<file path="src/common/pmevt_pkg.sv">
// Purpose: Shared constants and types of the event packet block
// Assumes: 100 MHz aclk, AXI4-Lite register access, 28-bit byte addresses
// Notes: Offsets are byte addresses
package pmevt_pkg;

	localparam int ADDR_W = 28;
	localparam int DATA_W = 32;

	// Register byte addresses
	localparam logic [ADDR_W-1:0] OFF_PACKET = 28'h000850C;
	localparam logic [ADDR_W-1:0] OFF_WBASE  = 28'hFFFFF6C;
	localparam logic [ADDR_W-1:0] OFF_WMASK  = 28'hFFFFF7C;
	localparam logic [ADDR_W-1:0] OFF_EVT_EN = 28'h0008510;
	localparam logic [ADDR_W-1:0] OFF_STATUS = 28'h0008514;

	// Field positions
	localparam int WIN_LO   = 2;
	localparam int WIN_HI   = 27;
	localparam int MASK_WE  = 1;
	localparam int MASK_RE  = 0;
	localparam int EN_FETCH = 6;
	localparam int EN_GFX   = 0;
	localparam int ST_BUSY  = 0;
	localparam int ST_EXPD  = 1;
	localparam int PKT_W    = 8;
	localparam int BYTE_W   = 8;

	// Writable bits and reset values
	localparam logic [DATA_W-1:0] WBASE_WR_MASK  = 32'h0FFFFFFC;
	localparam logic [DATA_W-1:0] WMASK_WR_MASK  = 32'h0FFFFFFF;
	localparam logic [DATA_W-1:0] EVT_EN_WR_MASK = 32'h00000041;
	localparam logic [DATA_W-1:0] RST_WBASE      = 32'h00000000;
	localparam logic [DATA_W-1:0] RST_WMASK      = 32'h00000000;
	localparam logic [DATA_W-1:0] RST_EVT_EN     = 32'h00000000;
	localparam logic [PKT_W-1:0]  RST_PACKET     = 8'h00;

	// AXI responses
	localparam logic [1:0] RESP_OKAY   = 2'h0;
	localparam logic [1:0] RESP_SLVERR = 2'h2;

	// Timing
	localparam int CLK_PERIOD_NS   = 10;
	localparam int SER_BIT_NS      = 80;
	localparam int SER_BIT_CYCLES  = (SER_BIT_NS + CLK_PERIOD_NS - 1) / CLK_PERIOD_NS;
	localparam int INTERVAL_US     = 100;
	localparam int INTERVAL_CYC_DF = (INTERVAL_US * 1000) / CLK_PERIOD_NS;

	typedef struct packed {
		logic              valid;
		logic              write;
		logic [ADDR_W-1:0] addr;
	} pmevt_cyc_t;

	typedef struct packed {
		logic       vsync;
		logic       fetch;
		logic [3:0] rsvd;
		logic       win;
		logic       gfx;
	} pmevt_pkt_t;

	typedef enum {
		PMEVT_IDLE,
		PMEVT_SHIFT,
		PMEVT_DONE
	} pmevt_tx_state_t;

endpackage

</file>
<file path="src/logic/pmevt_top.sv">
// Purpose: Event capture into the serial packet register and serial send
// Assumes: Event inputs come from logic on aclk; single clock domain
// Notes: AXI4-Lite slave, one write and one read in flight
//
// Operation
// Vertical sync event sets packet bit 7 one cycle later.
// Enabled instruction fetch event sets packet bit 6.
// Address window hit sets packet bit 1.
// Enabled graphics region access sets packet bit 0.
// Bits 31:8 unused, bits 5:2 reserved and read zero.
// Packet register read-only; low byte resets to zero.
// Send only when a bit is set and interval elapsed.
// A set bit stays until its packet is sent, then clears.
// Repeat events of an already set type are ignored.
// Distinct events accumulate and go out in one packet.
// Companion decodes each received packet.
// Window base field is bits 27:2, word aligned.
// Clear mask bit requires match; set mask bit always matches.
// Hit needs enabled cycle type and all unmasked bits matching.
// Mask bit 1 enables write cycle comparison.
// Mask bit 0 enables read cycle comparison.
// Base reserved bits read zero; window registers reset zero.
// Window may sit anywhere in 256 MB space.
// Interval period and serial bit order are parameters.
`timescale 1ns/10ps
`default_nettype none

module pmevt_top #(
	parameter int unsigned INTERVAL_CYCLES = pmevt_pkg::INTERVAL_CYC_DF,
	parameter bit          LSB_FIRST       = 1'b0
) (
	input  wire logic                           aclk,
	input  wire logic                           aresetn,
	input  wire logic                           ce,
	input  wire logic [pmevt_pkg::ADDR_W-1:0]   s_axi_awaddr,
	input  wire logic                           s_axi_awvalid,
	output logic                                s_axi_awready,
	input  wire logic [pmevt_pkg::DATA_W-1:0]   s_axi_wdata,
	input  wire logic [3:0]                     s_axi_wstrb,
	input  wire logic                           s_axi_wvalid,
	output logic                                s_axi_wready,
	output logic [1:0]                          s_axi_bresp,
	output logic                                s_axi_bvalid,
	input  wire logic                           s_axi_bready,
	input  wire logic [pmevt_pkg::ADDR_W-1:0]   s_axi_araddr,
	input  wire logic                           s_axi_arvalid,
	output logic                                s_axi_arready,
	output logic [pmevt_pkg::DATA_W-1:0]        s_axi_rdata,
	output logic [1:0]                          s_axi_rresp,
	output logic                                s_axi_rvalid,
	input  wire logic                           s_axi_rready,
	input  wire logic                           vertical_interrupt_flag,
	input  wire logic                           instruction_fetch_event,
	input  wire logic                           graphics_access_event,
	input  wire pmevt_pkg::pmevt_cyc_t          cpu_cycle,
	output logic                                ser_frame,
	output logic                                ser_data,
	output logic                                ser_done
);
	import pmevt_pkg::*;

	localparam logic [31:0] IVL_LOAD = 32'(INTERVAL_CYCLES - 1);
	localparam logic [7:0]  BIT_LAST = 8'(SER_BIT_CYCLES - 1);
	localparam logic [2:0]  CNT_LAST = 3'(PKT_W - 1);
	localparam logic [3:0]  RSVD_Z   = 4'h0;

	logic [DATA_W-1:0]  wbase_reg;
	logic [DATA_W-1:0]  wmask_reg;
	logic [DATA_W-1:0]  evt_en_reg;
	pmevt_pkt_t         packet_reg;
	pmevt_pkt_t         packet_next;
	pmevt_pkt_t         set_vec;
	logic [PKT_W-1:0]   snap_reg;
	logic [PKT_W-1:0]   clr_vec;
	logic [31:0]        ivl_cnt_reg;
	logic               expired;
	pmevt_tx_state_t    tx_state_reg;
	logic [2:0]         bit_cnt_reg;
	logic [7:0]         bit_tmr_reg;
	logic               win_hit;
	logic               type_ok;
	logic [WIN_HI:WIN_LO] addr_diff;
	logic [2:0]         tx_idx;
	logic               start_tx;
	logic [DATA_W-1:0]  status_word;

	logic               aw_held_reg;
	logic               w_held_reg;
	logic [ADDR_W-1:0]  aw_addr_reg;
	logic [DATA_W-1:0]  w_data_reg;
	logic [3:0]         w_strb_reg;
	logic               bvalid_reg;
	logic [1:0]         bresp_reg;
	logic               rvalid_reg;
	logic [1:0]         rresp_reg;
	logic [DATA_W-1:0]  rdata_reg;
	logic               wr_go;
	logic               aw_hs;
	logic               w_hs;
	logic               ar_hs;
	logic               ser_frame_reg;
	logic               ser_data_reg;
	logic               ser_done_reg;
	logic               wr_is_wbase;
	logic               wr_is_wmask;
	logic               wr_is_evt_en;
	logic               wr_mapped;

	function automatic logic [DATA_W-1:0] merge_bytes(
		input logic [DATA_W-1:0] old_v,
		input logic [DATA_W-1:0] new_v,
		input logic [3:0]        strb,
		input logic [DATA_W-1:0] wr_mask
	);
		logic [DATA_W-1:0] res;
		res = old_v;
		for (int i = 0; i < 4; i++) begin
			if (strb[i]) begin
				res[i*BYTE_W +: BYTE_W] = new_v[i*BYTE_W +: BYTE_W];
			end
		end
		return res & wr_mask;
	endfunction

	// Window comparator
	always_comb begin
		addr_diff = (cpu_cycle.addr[WIN_HI:WIN_LO] ^ wbase_reg[WIN_HI:WIN_LO])
			& ~wmask_reg[WIN_HI:WIN_LO];
		type_ok = (cpu_cycle.write & wmask_reg[MASK_WE])
			| (~cpu_cycle.write & wmask_reg[MASK_RE]);
		win_hit = cpu_cycle.valid & type_ok & (addr_diff == '0);
	end

	// Event set vector and completion clear
	always_comb begin
		set_vec       = '0;
		set_vec.vsync = vertical_interrupt_flag;
		set_vec.fetch = instruction_fetch_event & evt_en_reg[EN_FETCH];
		set_vec.win   = win_hit;
		set_vec.gfx   = graphics_access_event & evt_en_reg[EN_GFX];
		clr_vec       = (tx_state_reg == PMEVT_DONE) ? snap_reg : '0;
	end

	// New events win over the completion clear
	always_comb begin
		packet_next      = pmevt_pkt_t'((packet_reg & ~clr_vec) | set_vec);
		packet_next.rsvd = RSVD_Z;
	end

	always_ff @(posedge aclk) begin
		if (!aresetn) begin
			packet_reg <= RST_PACKET;
		end else if (ce) begin
			packet_reg <= packet_next;
		end
	end

	// Interval counter, restarted by each completed packet
	assign expired = (ivl_cnt_reg == '0);
	// Start needs a pending bit and an elapsed interval
	assign start_tx = expired && (packet_reg != '0);

	always_ff @(posedge aclk) begin
		if (!aresetn) begin
			ivl_cnt_reg <= IVL_LOAD;
		end else if (ce) begin
			if (tx_state_reg == PMEVT_DONE) begin
				ivl_cnt_reg <= IVL_LOAD;
			end else if (!expired) begin
				ivl_cnt_reg <= ivl_cnt_reg - 32'h00000001;
			end
		end
	end

	// Serial transmitter
	always_ff @(posedge aclk) begin
		if (!aresetn) begin
			tx_state_reg <= PMEVT_IDLE;
			snap_reg     <= '0;
			bit_cnt_reg  <= '0;
			bit_tmr_reg  <= '0;
		end else if (ce) begin
			case (tx_state_reg)
				PMEVT_IDLE: begin
					if (start_tx) begin
						snap_reg     <= packet_reg;
						bit_cnt_reg  <= '0;
						bit_tmr_reg  <= '0;
						tx_state_reg <= PMEVT_SHIFT;
					end
				end
				PMEVT_SHIFT: begin
					if (bit_tmr_reg == BIT_LAST) begin
						bit_tmr_reg <= '0;
						if (bit_cnt_reg == CNT_LAST) begin
							tx_state_reg <= PMEVT_DONE;
						end else begin
							bit_cnt_reg <= bit_cnt_reg + 3'h1;
						end
					end else begin
						bit_tmr_reg <= bit_tmr_reg + 8'h01;
					end
				end
				PMEVT_DONE: begin
					tx_state_reg <= PMEVT_IDLE;
				end
				default: begin
					tx_state_reg <= PMEVT_IDLE;
				end
			endcase
		end
	end

	// Bit order fixed at build time
	always_comb begin
		if (LSB_FIRST) begin
			tx_idx = bit_cnt_reg;
		end else begin
			tx_idx = CNT_LAST - bit_cnt_reg;
		end
	end

	// Registered line outputs
	always_ff @(posedge aclk) begin
		if (!aresetn) begin
			ser_frame_reg <= 1'b0;
			ser_data_reg  <= 1'b0;
			ser_done_reg  <= 1'b0;
		end else if (ce) begin
			ser_done_reg  <= (tx_state_reg == PMEVT_DONE);
			ser_frame_reg <= (tx_state_reg == PMEVT_SHIFT);
			if (tx_state_reg == PMEVT_SHIFT) begin
				ser_data_reg <= snap_reg[tx_idx];
			end else begin
				ser_data_reg <= 1'b0;
			end
		end
	end

	assign ser_frame = ser_frame_reg;
	assign ser_data  = ser_data_reg;
	assign ser_done  = ser_done_reg;

	// AXI4-Lite handshakes, stalled while ce is low
	assign s_axi_awready = ce & ~aw_held_reg & ~bvalid_reg;
	assign s_axi_wready  = ce & ~w_held_reg & ~bvalid_reg;
	assign s_axi_arready = ce & ~rvalid_reg;
	assign aw_hs         = s_axi_awvalid & s_axi_awready;
	assign w_hs          = s_axi_wvalid & s_axi_wready;
	assign ar_hs         = s_axi_arvalid & s_axi_arready;
	assign wr_go         = aw_held_reg & w_held_reg & ~bvalid_reg;

	always_ff @(posedge aclk) begin
		if (!aresetn) begin
			aw_held_reg <= 1'b0;
			aw_addr_reg <= '0;
		end else if (ce) begin
			if (aw_hs) begin
				aw_held_reg <= 1'b1;
				aw_addr_reg <= s_axi_awaddr;
			end else if (wr_go) begin
				aw_held_reg <= 1'b0;
			end
		end
	end

	always_ff @(posedge aclk) begin
		if (!aresetn) begin
			w_held_reg <= 1'b0;
			w_data_reg <= '0;
			w_strb_reg <= '0;
		end else if (ce) begin
			if (w_hs) begin
				w_held_reg <= 1'b1;
				w_data_reg <= s_axi_wdata;
				w_strb_reg <= s_axi_wstrb;
			end else if (wr_go) begin
				w_held_reg <= 1'b0;
			end
		end
	end

	// Write address decode, used by the response; the update decodes aw_addr_reg itself
	always_comb begin
		wr_is_wbase  = (aw_addr_reg == OFF_WBASE);
		wr_is_wmask  = (aw_addr_reg == OFF_WMASK);
		wr_is_evt_en = (aw_addr_reg == OFF_EVT_EN);
		wr_mapped    = wr_is_wbase | wr_is_wmask | wr_is_evt_en;
	end

	// Register writes
	always_ff @(posedge aclk) begin
		if (!aresetn) begin
			wbase_reg  <= RST_WBASE;
			wmask_reg  <= RST_WMASK;
			evt_en_reg <= RST_EVT_EN;
		end else if (ce && wr_go) begin
			case (aw_addr_reg)
				OFF_WBASE: begin
					wbase_reg <= merge_bytes(wbase_reg, w_data_reg, w_strb_reg,
						WBASE_WR_MASK);
				end
				OFF_WMASK: begin
					wmask_reg <= merge_bytes(wmask_reg, w_data_reg, w_strb_reg,
						WMASK_WR_MASK);
				end
				OFF_EVT_EN: begin
					evt_en_reg <= merge_bytes(evt_en_reg, w_data_reg, w_strb_reg,
						EVT_EN_WR_MASK);
				end
				default: begin
				end
			endcase
		end
	end

	// Write response
	always_ff @(posedge aclk) begin
		if (!aresetn) begin
			bvalid_reg <= 1'b0;
			bresp_reg  <= RESP_OKAY;
		end else if (ce) begin
			if (wr_go) begin
				bvalid_reg <= 1'b1;
				bresp_reg  <= wr_mapped ? RESP_OKAY : RESP_SLVERR;
			end else if (s_axi_bready) begin
				bvalid_reg <= 1'b0;
			end
		end
	end

	assign s_axi_bvalid = bvalid_reg;
	assign s_axi_bresp  = bresp_reg;

	// Status word: busy from snapshot to completion
	always_comb begin
		status_word          = '0;
		status_word[ST_BUSY] = (tx_state_reg != PMEVT_IDLE);
		status_word[ST_EXPD] = expired;
	end

	// Read path
	always_ff @(posedge aclk) begin
		if (!aresetn) begin
			rvalid_reg <= 1'b0;
			rresp_reg  <= RESP_OKAY;
			rdata_reg  <= '0;
		end else if (ce) begin
			if (ar_hs) begin
				rvalid_reg <= 1'b1;
				rresp_reg  <= RESP_OKAY;
				rdata_reg  <= '0;
				case (s_axi_araddr)
					OFF_PACKET: rdata_reg <= {24'h000000, packet_reg};
					OFF_WBASE:  rdata_reg <= wbase_reg;
					OFF_WMASK:  rdata_reg <= wmask_reg;
					OFF_EVT_EN: rdata_reg <= evt_en_reg;
					OFF_STATUS: rdata_reg <= status_word;
					default: rresp_reg <= RESP_SLVERR;
				endcase
			end else if (s_axi_rready) begin
				rvalid_reg <= 1'b0;
			end
		end
	end

	assign s_axi_rvalid = rvalid_reg;
	assign s_axi_rresp  = rresp_reg;
	assign s_axi_rdata  = rdata_reg;

endmodule

`default_nettype wire

</file>
<file path="config.mk">
export PLATFORM = sky130hd
export DESIGN_NAME = pmevt_top
export DESIGN_NICKNAME = d
export VERILOG_FILES = /design/src/common/pmevt_pkg.sv /design/src/logic/pmevt_top.sv
export SDC_FILE = /design/constraint.sdc
export NUM_CORES = 1
export LEC_CHECK = 0
export ABC_AREA = 1
export BUFFER_PORTS_ARGS = -buffer_cell sky130_fd_sc_hd__buf_2
export CAP_MARGIN = 20
export CELL_PAD_IN_SITES_DETAIL_PLACEMENT = 1
export CELL_PAD_IN_SITES_GLOBAL_PLACEMENT = 1
export CORE_MARGIN = 1
export CORE_UTILIZATION = 42
export DETAILED_ROUTE_END_ITERATION = 7
export GPL_ROUTABILITY_DRIVEN = 0
export PLACE_DENSITY_LB_ADDON = 0.1
export SLEW_MARGIN = 15
export SYNTH_ARGS = -nofsm -noshare
export SYNTH_HDL_FRONTEND = slang
export SYNTH_SLANG_ARGS = --single-unit
</file>
<file path="constraint.sdc">
create_clock -name aclk -period 3.8 [get_ports aclk]
set_input_delay 0.76 -clock aclk [delete_from_list [all_inputs] [get_ports aclk]]
set_output_delay 0.76 -clock aclk [all_outputs]
set_load 0.01 [all_outputs]
</file>
==> results of run 1 <==
worst max-delay path, cell delays in order:
cell and delay [ns]:
buf_2 0.09, inv_1 0.17, nor2_1 0.14, inv_1 0.07, nor2_1 0.21, buf_2 0.18
area by class of cell:
class                           instances  share of cell area
Timing Repair Buffer                  177              0.0787
Tap cell                              313              0.0335
Inverter                               85              0.0274
Clock inverter                          8             0.00727
Clock buffer                           34              0.0570
Sequential cell                       206               0.353
Antenna cell                            3            0.000642
Multi-Input combinational cell       1142               0.443
report_power, final:
part / internal (mW) / leakage [nW] / switching [mW]
sequential: 2.22 / 1.67 / 0.0472
clock: 1.29 / 0.366 / 0.914
combinational: 0.128 / 3.16 / 0.221
placed cells by master, fill, tap and decap left out, types with 3 or more instances in the layout:
master and count:
nand4_1 39, diode_2 3, inv_1 73, nor3_2 3, nor2_1 371, dfxtp_1 206
inv_2 9, clkinv_2 5, a21oi_1 100, buf_2 163, ha_1 4, clkbuf_1 6
nor2_2 6, xor2_1 13, nand2_1 342, clkbuf_16 23, nor3_1 14, nor4_1 12
xnor2_1 7, or2_2 4, buf_4 14, o21bai_1 6, conb_1 6, o21ai_0 141
nand3_1 41, o211ai_1 4, nand2_2 4, nor2_4 9, clkbuf_8 5
metal layers:
metal  vias to the layer above  global-route usage  share of wire
li1                       5104                   -              -
met1                      4736               0.316           0.45
met2                       145               0.479           0.50
met3                        49              0.0315          0.030
met4                         0              0.0616          0.021
met5                         -                   0              0
path summary, 6_finish.rpt:
kind	from	endpoint	slack, ns	cells after the start
max	ce	s_axi_awready	1.41	6
min	s_axi_rdata[14]	s_axi_rdata[14]	0.46	2
max reg2reg	tx_state_reg[1]	ivl_cnt_reg[3]	1.47	10
min reg2reg	s_axi_rdata[14]	s_axi_rdata[14]	0.46	2
cell families after synthesis:
logic type	count (synthesis)	share of synthesized area
AO/OA/AOI/OAI	256	0.134
adder cells (fa/ha/maj)	4	0.00506
buffers and inverters	144	0.0617
XOR/XNOR	20	0.0177
other	1	0.000379
flip-flops	206	0.417
AND/OR/NAND/NOR	856	0.364
==> flow_summary.yaml, run 1 <==
place:
  post-place-cells: 1923
  pre_cts_ws_ns: 1.18
  hpwl_um: 22400
  placed_cell_area_sq_um: 10900
  port_buffers: 164
clock_tree:
  cts.htree.levels: 1
  tritoncts: "built"
  clk_path_buf_depth: 3
  clk_pin_slew_worst_paths_ns: 0.06
  clock_sinks: 206
  clock_latency_ns: 0.52
  postCtsSetupBuffers: 0
  numCtsBuffers: 23
  clock-root-buffer: "clkbuf_16"
  holdBufCountCts: 0
  ctsResizeCount: 0
drt:
  avgViaCountPerCell: 5.10
  antenna_left: 0
  vias: 10000
  drt-total-wl_um: 30800
  drc: 0
  firstDrtPassIters: 4
  drtIter0Drc: 402
  wl_per_cell_um: 15.7
critical_path:
  worst-setup-path-type: "in -> out"
  critPathRequiredTime_ns: 3.04
  crit_path_end_kind: "primary output"
  crit_fanout: 7
  arrival_ns: 1.63
  startpoint_type: "primary input"
grt:
  grt_pass1_vias: 10300
  grt_max_degree: 71
  grt.total_usage: 0.259
  grt_pass1_wl_um: 50400
  grt_remaining_overflow: 0
  antenna_found_initial: 3
logic_synthesis:
  ys_async_sr_fraction: 0
  ys_seq_area_frac: 0.417
  synth-edff-count: 0
  postSynthCellCount: 1487
  synth_top_area_cell: "dfxtp_1"
  synth_top_area_share: 0.417
  synthTopCellsByCount: "371 x nor2_1, 342 x nand2_1, 206 x dfxtp_1"
  syn_avg_cell_area_sq_um: 6.66
  synth.cell_area_sq_um: 9900
  synth_most_common_cell: "nor2_1"
  synthTopCellsByArea: "dfxtp_1 42%, nor2_1 14%, nand2_1 13%, o21ai_0 7.1%, a21oi_1 5.1%"
  ys_ff_latch: 206
  synth_ff_type: "dfxtp_1"
  ys.warnings.count: 0
  ys_types: 41
sta:
  hold_slack_ns: 0.462
  setup_viol: 0
  rsz0062_at_grt: "false"
  max_clock_freq_ghz: 0.418
  skew_ns: 0.00809
  slew_violations: 0
  setup-tns-final_ns: 0
  hold_viol: 0
  slew_headroom: 0.435
  fin_ws_ns: 1.41
  fin_crit_ns: 2.39
  worst_pin_slew_ns: 0.848
  finalCritPeriodShare: 0.629
worst_hold_path:
  holdCritPathClass: "reg -> reg"
power:
  ir_drop_mv: 0.343
  finalPower_mw: 4.82
  leakage_nw: 5.20
  p_per_area_nw_per_um2: 412
cells_and_area:
  largest_reg_flops: 32
  n_fill_cell: 3144
  syn2layout_area_growth_pct: 18.2
  layout-drive-gt1-share: 0.154
  seq_area_sq_um: 4120
  fin_area_sq_um: 11700
  nNetsFinal: 1772
  multiInputGateArea_sq_um: 5180
  fin_util: 0.512
  stdcell_count: 1968
die:
  initial_core_util: 0.433
  die_x_um: 156
  num_rows: 55
  ios: 177
  dieArea_sq_um: 24200
  core_area_sq_um: 22800
  fp.dieH_um: 156
status:
  outcome: "completed"
job:
  drv_cap: 0
(Power assumes the default switching activity.)
==> inputs of run 2 (changes only) <==
ABC_AREA = 0   (was 1)
CORE_UTILIZATION = 41   (was 42)
clock period = 2.3 ns   (was 3.8 ns; I/O delays follow)
==> flow_summary.yaml, run 2 <==
critical_path:
  crit_path_end_kind: "flop"
  cp-startpoint: "ivl_cnt_reg[0]"
  startpoint_type: "flop"
  cp_slowest_stage_delay_ns: 0.55
  arrival_ns: 2.62
  worst-setup-path-type: "reg -> reg"
  cpLargestDelayFamily: "simple AND/OR/NAND/NOR gates"
  critPathRequiredTime_ns: 2.74
  path_cells: "inv_1 -> ha_2 -> nor3b_2 -> buf_4 -> nand4_1 -> o31a_1 -> or4_1 -> a21oi_2"
  crit_fanout: 6
  reg2reg_from: "ivl_cnt_reg[0]"
  slowest_stage: "or4_1"
  critPathBufInv: 2
cells_and_area:
  n_fill_cell: 2680
  multiInputGateArea_sq_um: 4890
  stdcell_count: 1581
  syn2layout_area_growth_pct: 24.6
  largest_reg_flops: 32
  layout-drive-gt1-share: 0.246
  nNetsFinal: 1422
  seq_area_sq_um: 4120
  antenna_cells: 0
  layout_common_cells: "273 x nand2_1, 206 x dfxtp_1, 164 x buf_2, 114 x a21oi_1, 66 x mux2i_1"
  final_common_cell: "nand2_1"
drt:
  drtIter0Drc: 343
  drc: 16
  drt-total-wl_um: 27600
  avgViaCountPerCell: 5.36
  firstDrtPassIters: 6
  antenna_left: 0
  wl_per_cell_um: 17.5
  vias: 8468
sta:
  finalCritPeriodShare: 0.949
  slew_violations: 0
  worst_pin_slew_ns: 0.551
  fin_crit_ns: 2.18
  max_clock_freq_ghz: 0.458
  rsz0062_at_grt: "false"
  hold_viol: 0
  setup-tns-final_ns: 0
  setup_viol: 0
  slew_headroom: 0.629
  skew_ns: 0.00966
power:
  pwr-share-seq: 0.472
  p_per_area_nw_per_um2: 675
  p_sw_frac: 0.234
  p_comb_frac: 0.067
  ir_drop_mv: 0.521
  power_frac_clock: 0.461
  intPower_mw: 5.96
  leakage_nw: 4.55
  p_switching_mw: 1.83
logic_synthesis:
  syn_avg_cell_area_sq_um: 8.50
  synthTopCellsByArea: "dfxtp_1 45%, nand2_1 11%, mux2i_1 7.1%, a21oi_1 6.3%, mux2_2 3.4%"
  synth_ff_type: "dfxtp_1"
  synth.cell_area_sq_um: 9260
  postSynthCellCount: 1090
  synth-edff-count: 0
  ys_ff_latch: 206
  ys_async_sr_fraction: 0
  synth_top_area_share: 0.445
  ys_seq_area_frac: 0.445
  synthTopCellsByCount: "273 x nand2_1, 206 x dfxtp_1, 116 x a21oi_1"
  synth_most_common_cell: "nand2_1"
  ys_types: 68
  synth_top_area_cell: "dfxtp_1"
  ys.warnings.count: 0
job:
  drv_cap: 0
grt:
  grt_pass1_vias: 8504
  grt.total_usage: 0.237
  grt_max_degree: 86
  grt_pass1_wl_um: 44700
  grt_remaining_overflow: 0
  antenna_found_initial: 1
clock_tree:
  clock_sinks: 206
  clk_pin_slew_worst_paths_ns: 0.06
  clk_path_buf_depth: 3
  cts.htree.levels: 1
  tritoncts: "built"
  clock-root-buffer: "clkbuf_16"
  holdBufCountCts: 0
  numCtsBuffers: 24
  clock_latency_ns: 0.51
worst_hold_path:
  worstHoldStart: "s_axi_awaddr[26]"
  holdCritPathClass: "in -> reg"
status:
  outcome: "complete, but fails checks"
  violations: "DRC"
place:
  port_buffers: 164
  post-place-cells: 1538
  hpwl_um: 19900
die:
  dieArea_sq_um: 23200
  core_area_sq_um: 22000
  num_rows: 54
  initial_core_util: 0.422
  ios: 177
  fp.dieH_um: 152
  die_x_um: 152
## run 2: cell types whose count changed in the layout (fill, tap and decap cells not counted), moves of 42 or more
cell,before,now
nand2_1,342,273
inv_1,73,14
mux2i_1,0,66
nor2_1,371,35
buf_4,14,56
o21ai_0,141,9
## run 2: path summary, 6_finish.rpt
path / endpoint / slack [ns] / cells past startpoint
worst max register to register: bit_tmr_reg[5] / 0.12 / 8
worst min-delay path: aw_addr_reg[26] / 0.19 / 3
worst max-delay path: bit_tmr_reg[5] / 0.12 / 8
worst min register to register: s_axi_rdata[16] / 0.45 / 2
## run 2: cell type report
| class | count | share of cell area |
|---|---|---|
| Multi-Input combinational cell | 811 | 0.424 |
| Clock buffer | 37 | 0.0616 |
| Inverter | 15 | 0.00498 |
| Clock inverter | 5 | 0.00271 |
| Sequential cell | 206 | 0.357 |
| Timing Repair Buffer | 227 | 0.120 |
| Tap cell | 280 | 0.0303 |
## run 2: worst register-to-register path, stage by stage, from the launching register on
cell and delay (ns):
dfxtp_1 0.31, inv_1 0.09, ha_2 0.20, nor3b_2 0.15, buf_4 0.16, nand4_1 0.11
o31a_1 0.40, or4_1 0.55, a21oi_2 0.15
## run 2: through the flow
step                      hold WS, ns  instance area [sq um]  utilization  power, mW  setup WS [ns]
after floorplan                 0.432                   9280            -       4.03         0.0597
after global placement          0.439                  10700        0.489       4.27         0.0588
after detailed placement        0.445                  10700        0.489       4.28         0.0215
after CTS                       0.175                  11500        0.523       7.86         0.0971
after global routing            0.179                  11500        0.526       8.09        0.00376
final                           0.187                  11500        0.526       7.79          0.118
## run 2: timing repair
action	CTS	global route
setup endpoints to repair	0	11
resized for setup	0	9
buffers inserted	0	1
## run 2: power by group through the flow
stage | registers [mW] | clock network, mW | logic (mW)
after floorplan | 3.74 | 0 | 0.283
final | 3.68 | 3.59 | 0.524
after global placement | 3.75 | 0 | 0.519
after global routing | 3.68 | 3.83 | 0.580
after CTS | 3.68 | 3.65 | 0.528
after detailed placement | 3.76 | 0 | 0.524
## run 2: per-layer routing
metal	part of all wire	up-vias	track usage
met4	0.012	2	0.0457
li1	-	4229	-
met3	0.046	26	0.0347
met5	0.00047	-	0
met2	0.43	190	0.364
met1	0.51	4021	0.352
## run 2: logic make-up after synthesis
kind of cell,after synthesis,share of synthesized area
adder cells (fa/ha/maj),4,0.00540
AO/OA/AOI/OAI,192,0.125
multiplexers,94,0.105
buffers and inverters,78,0.0351
flip-flops,206,0.445
XOR/XNOR,34,0.0321
AND/OR/NAND/NOR,481,0.252
other,1,0.000405
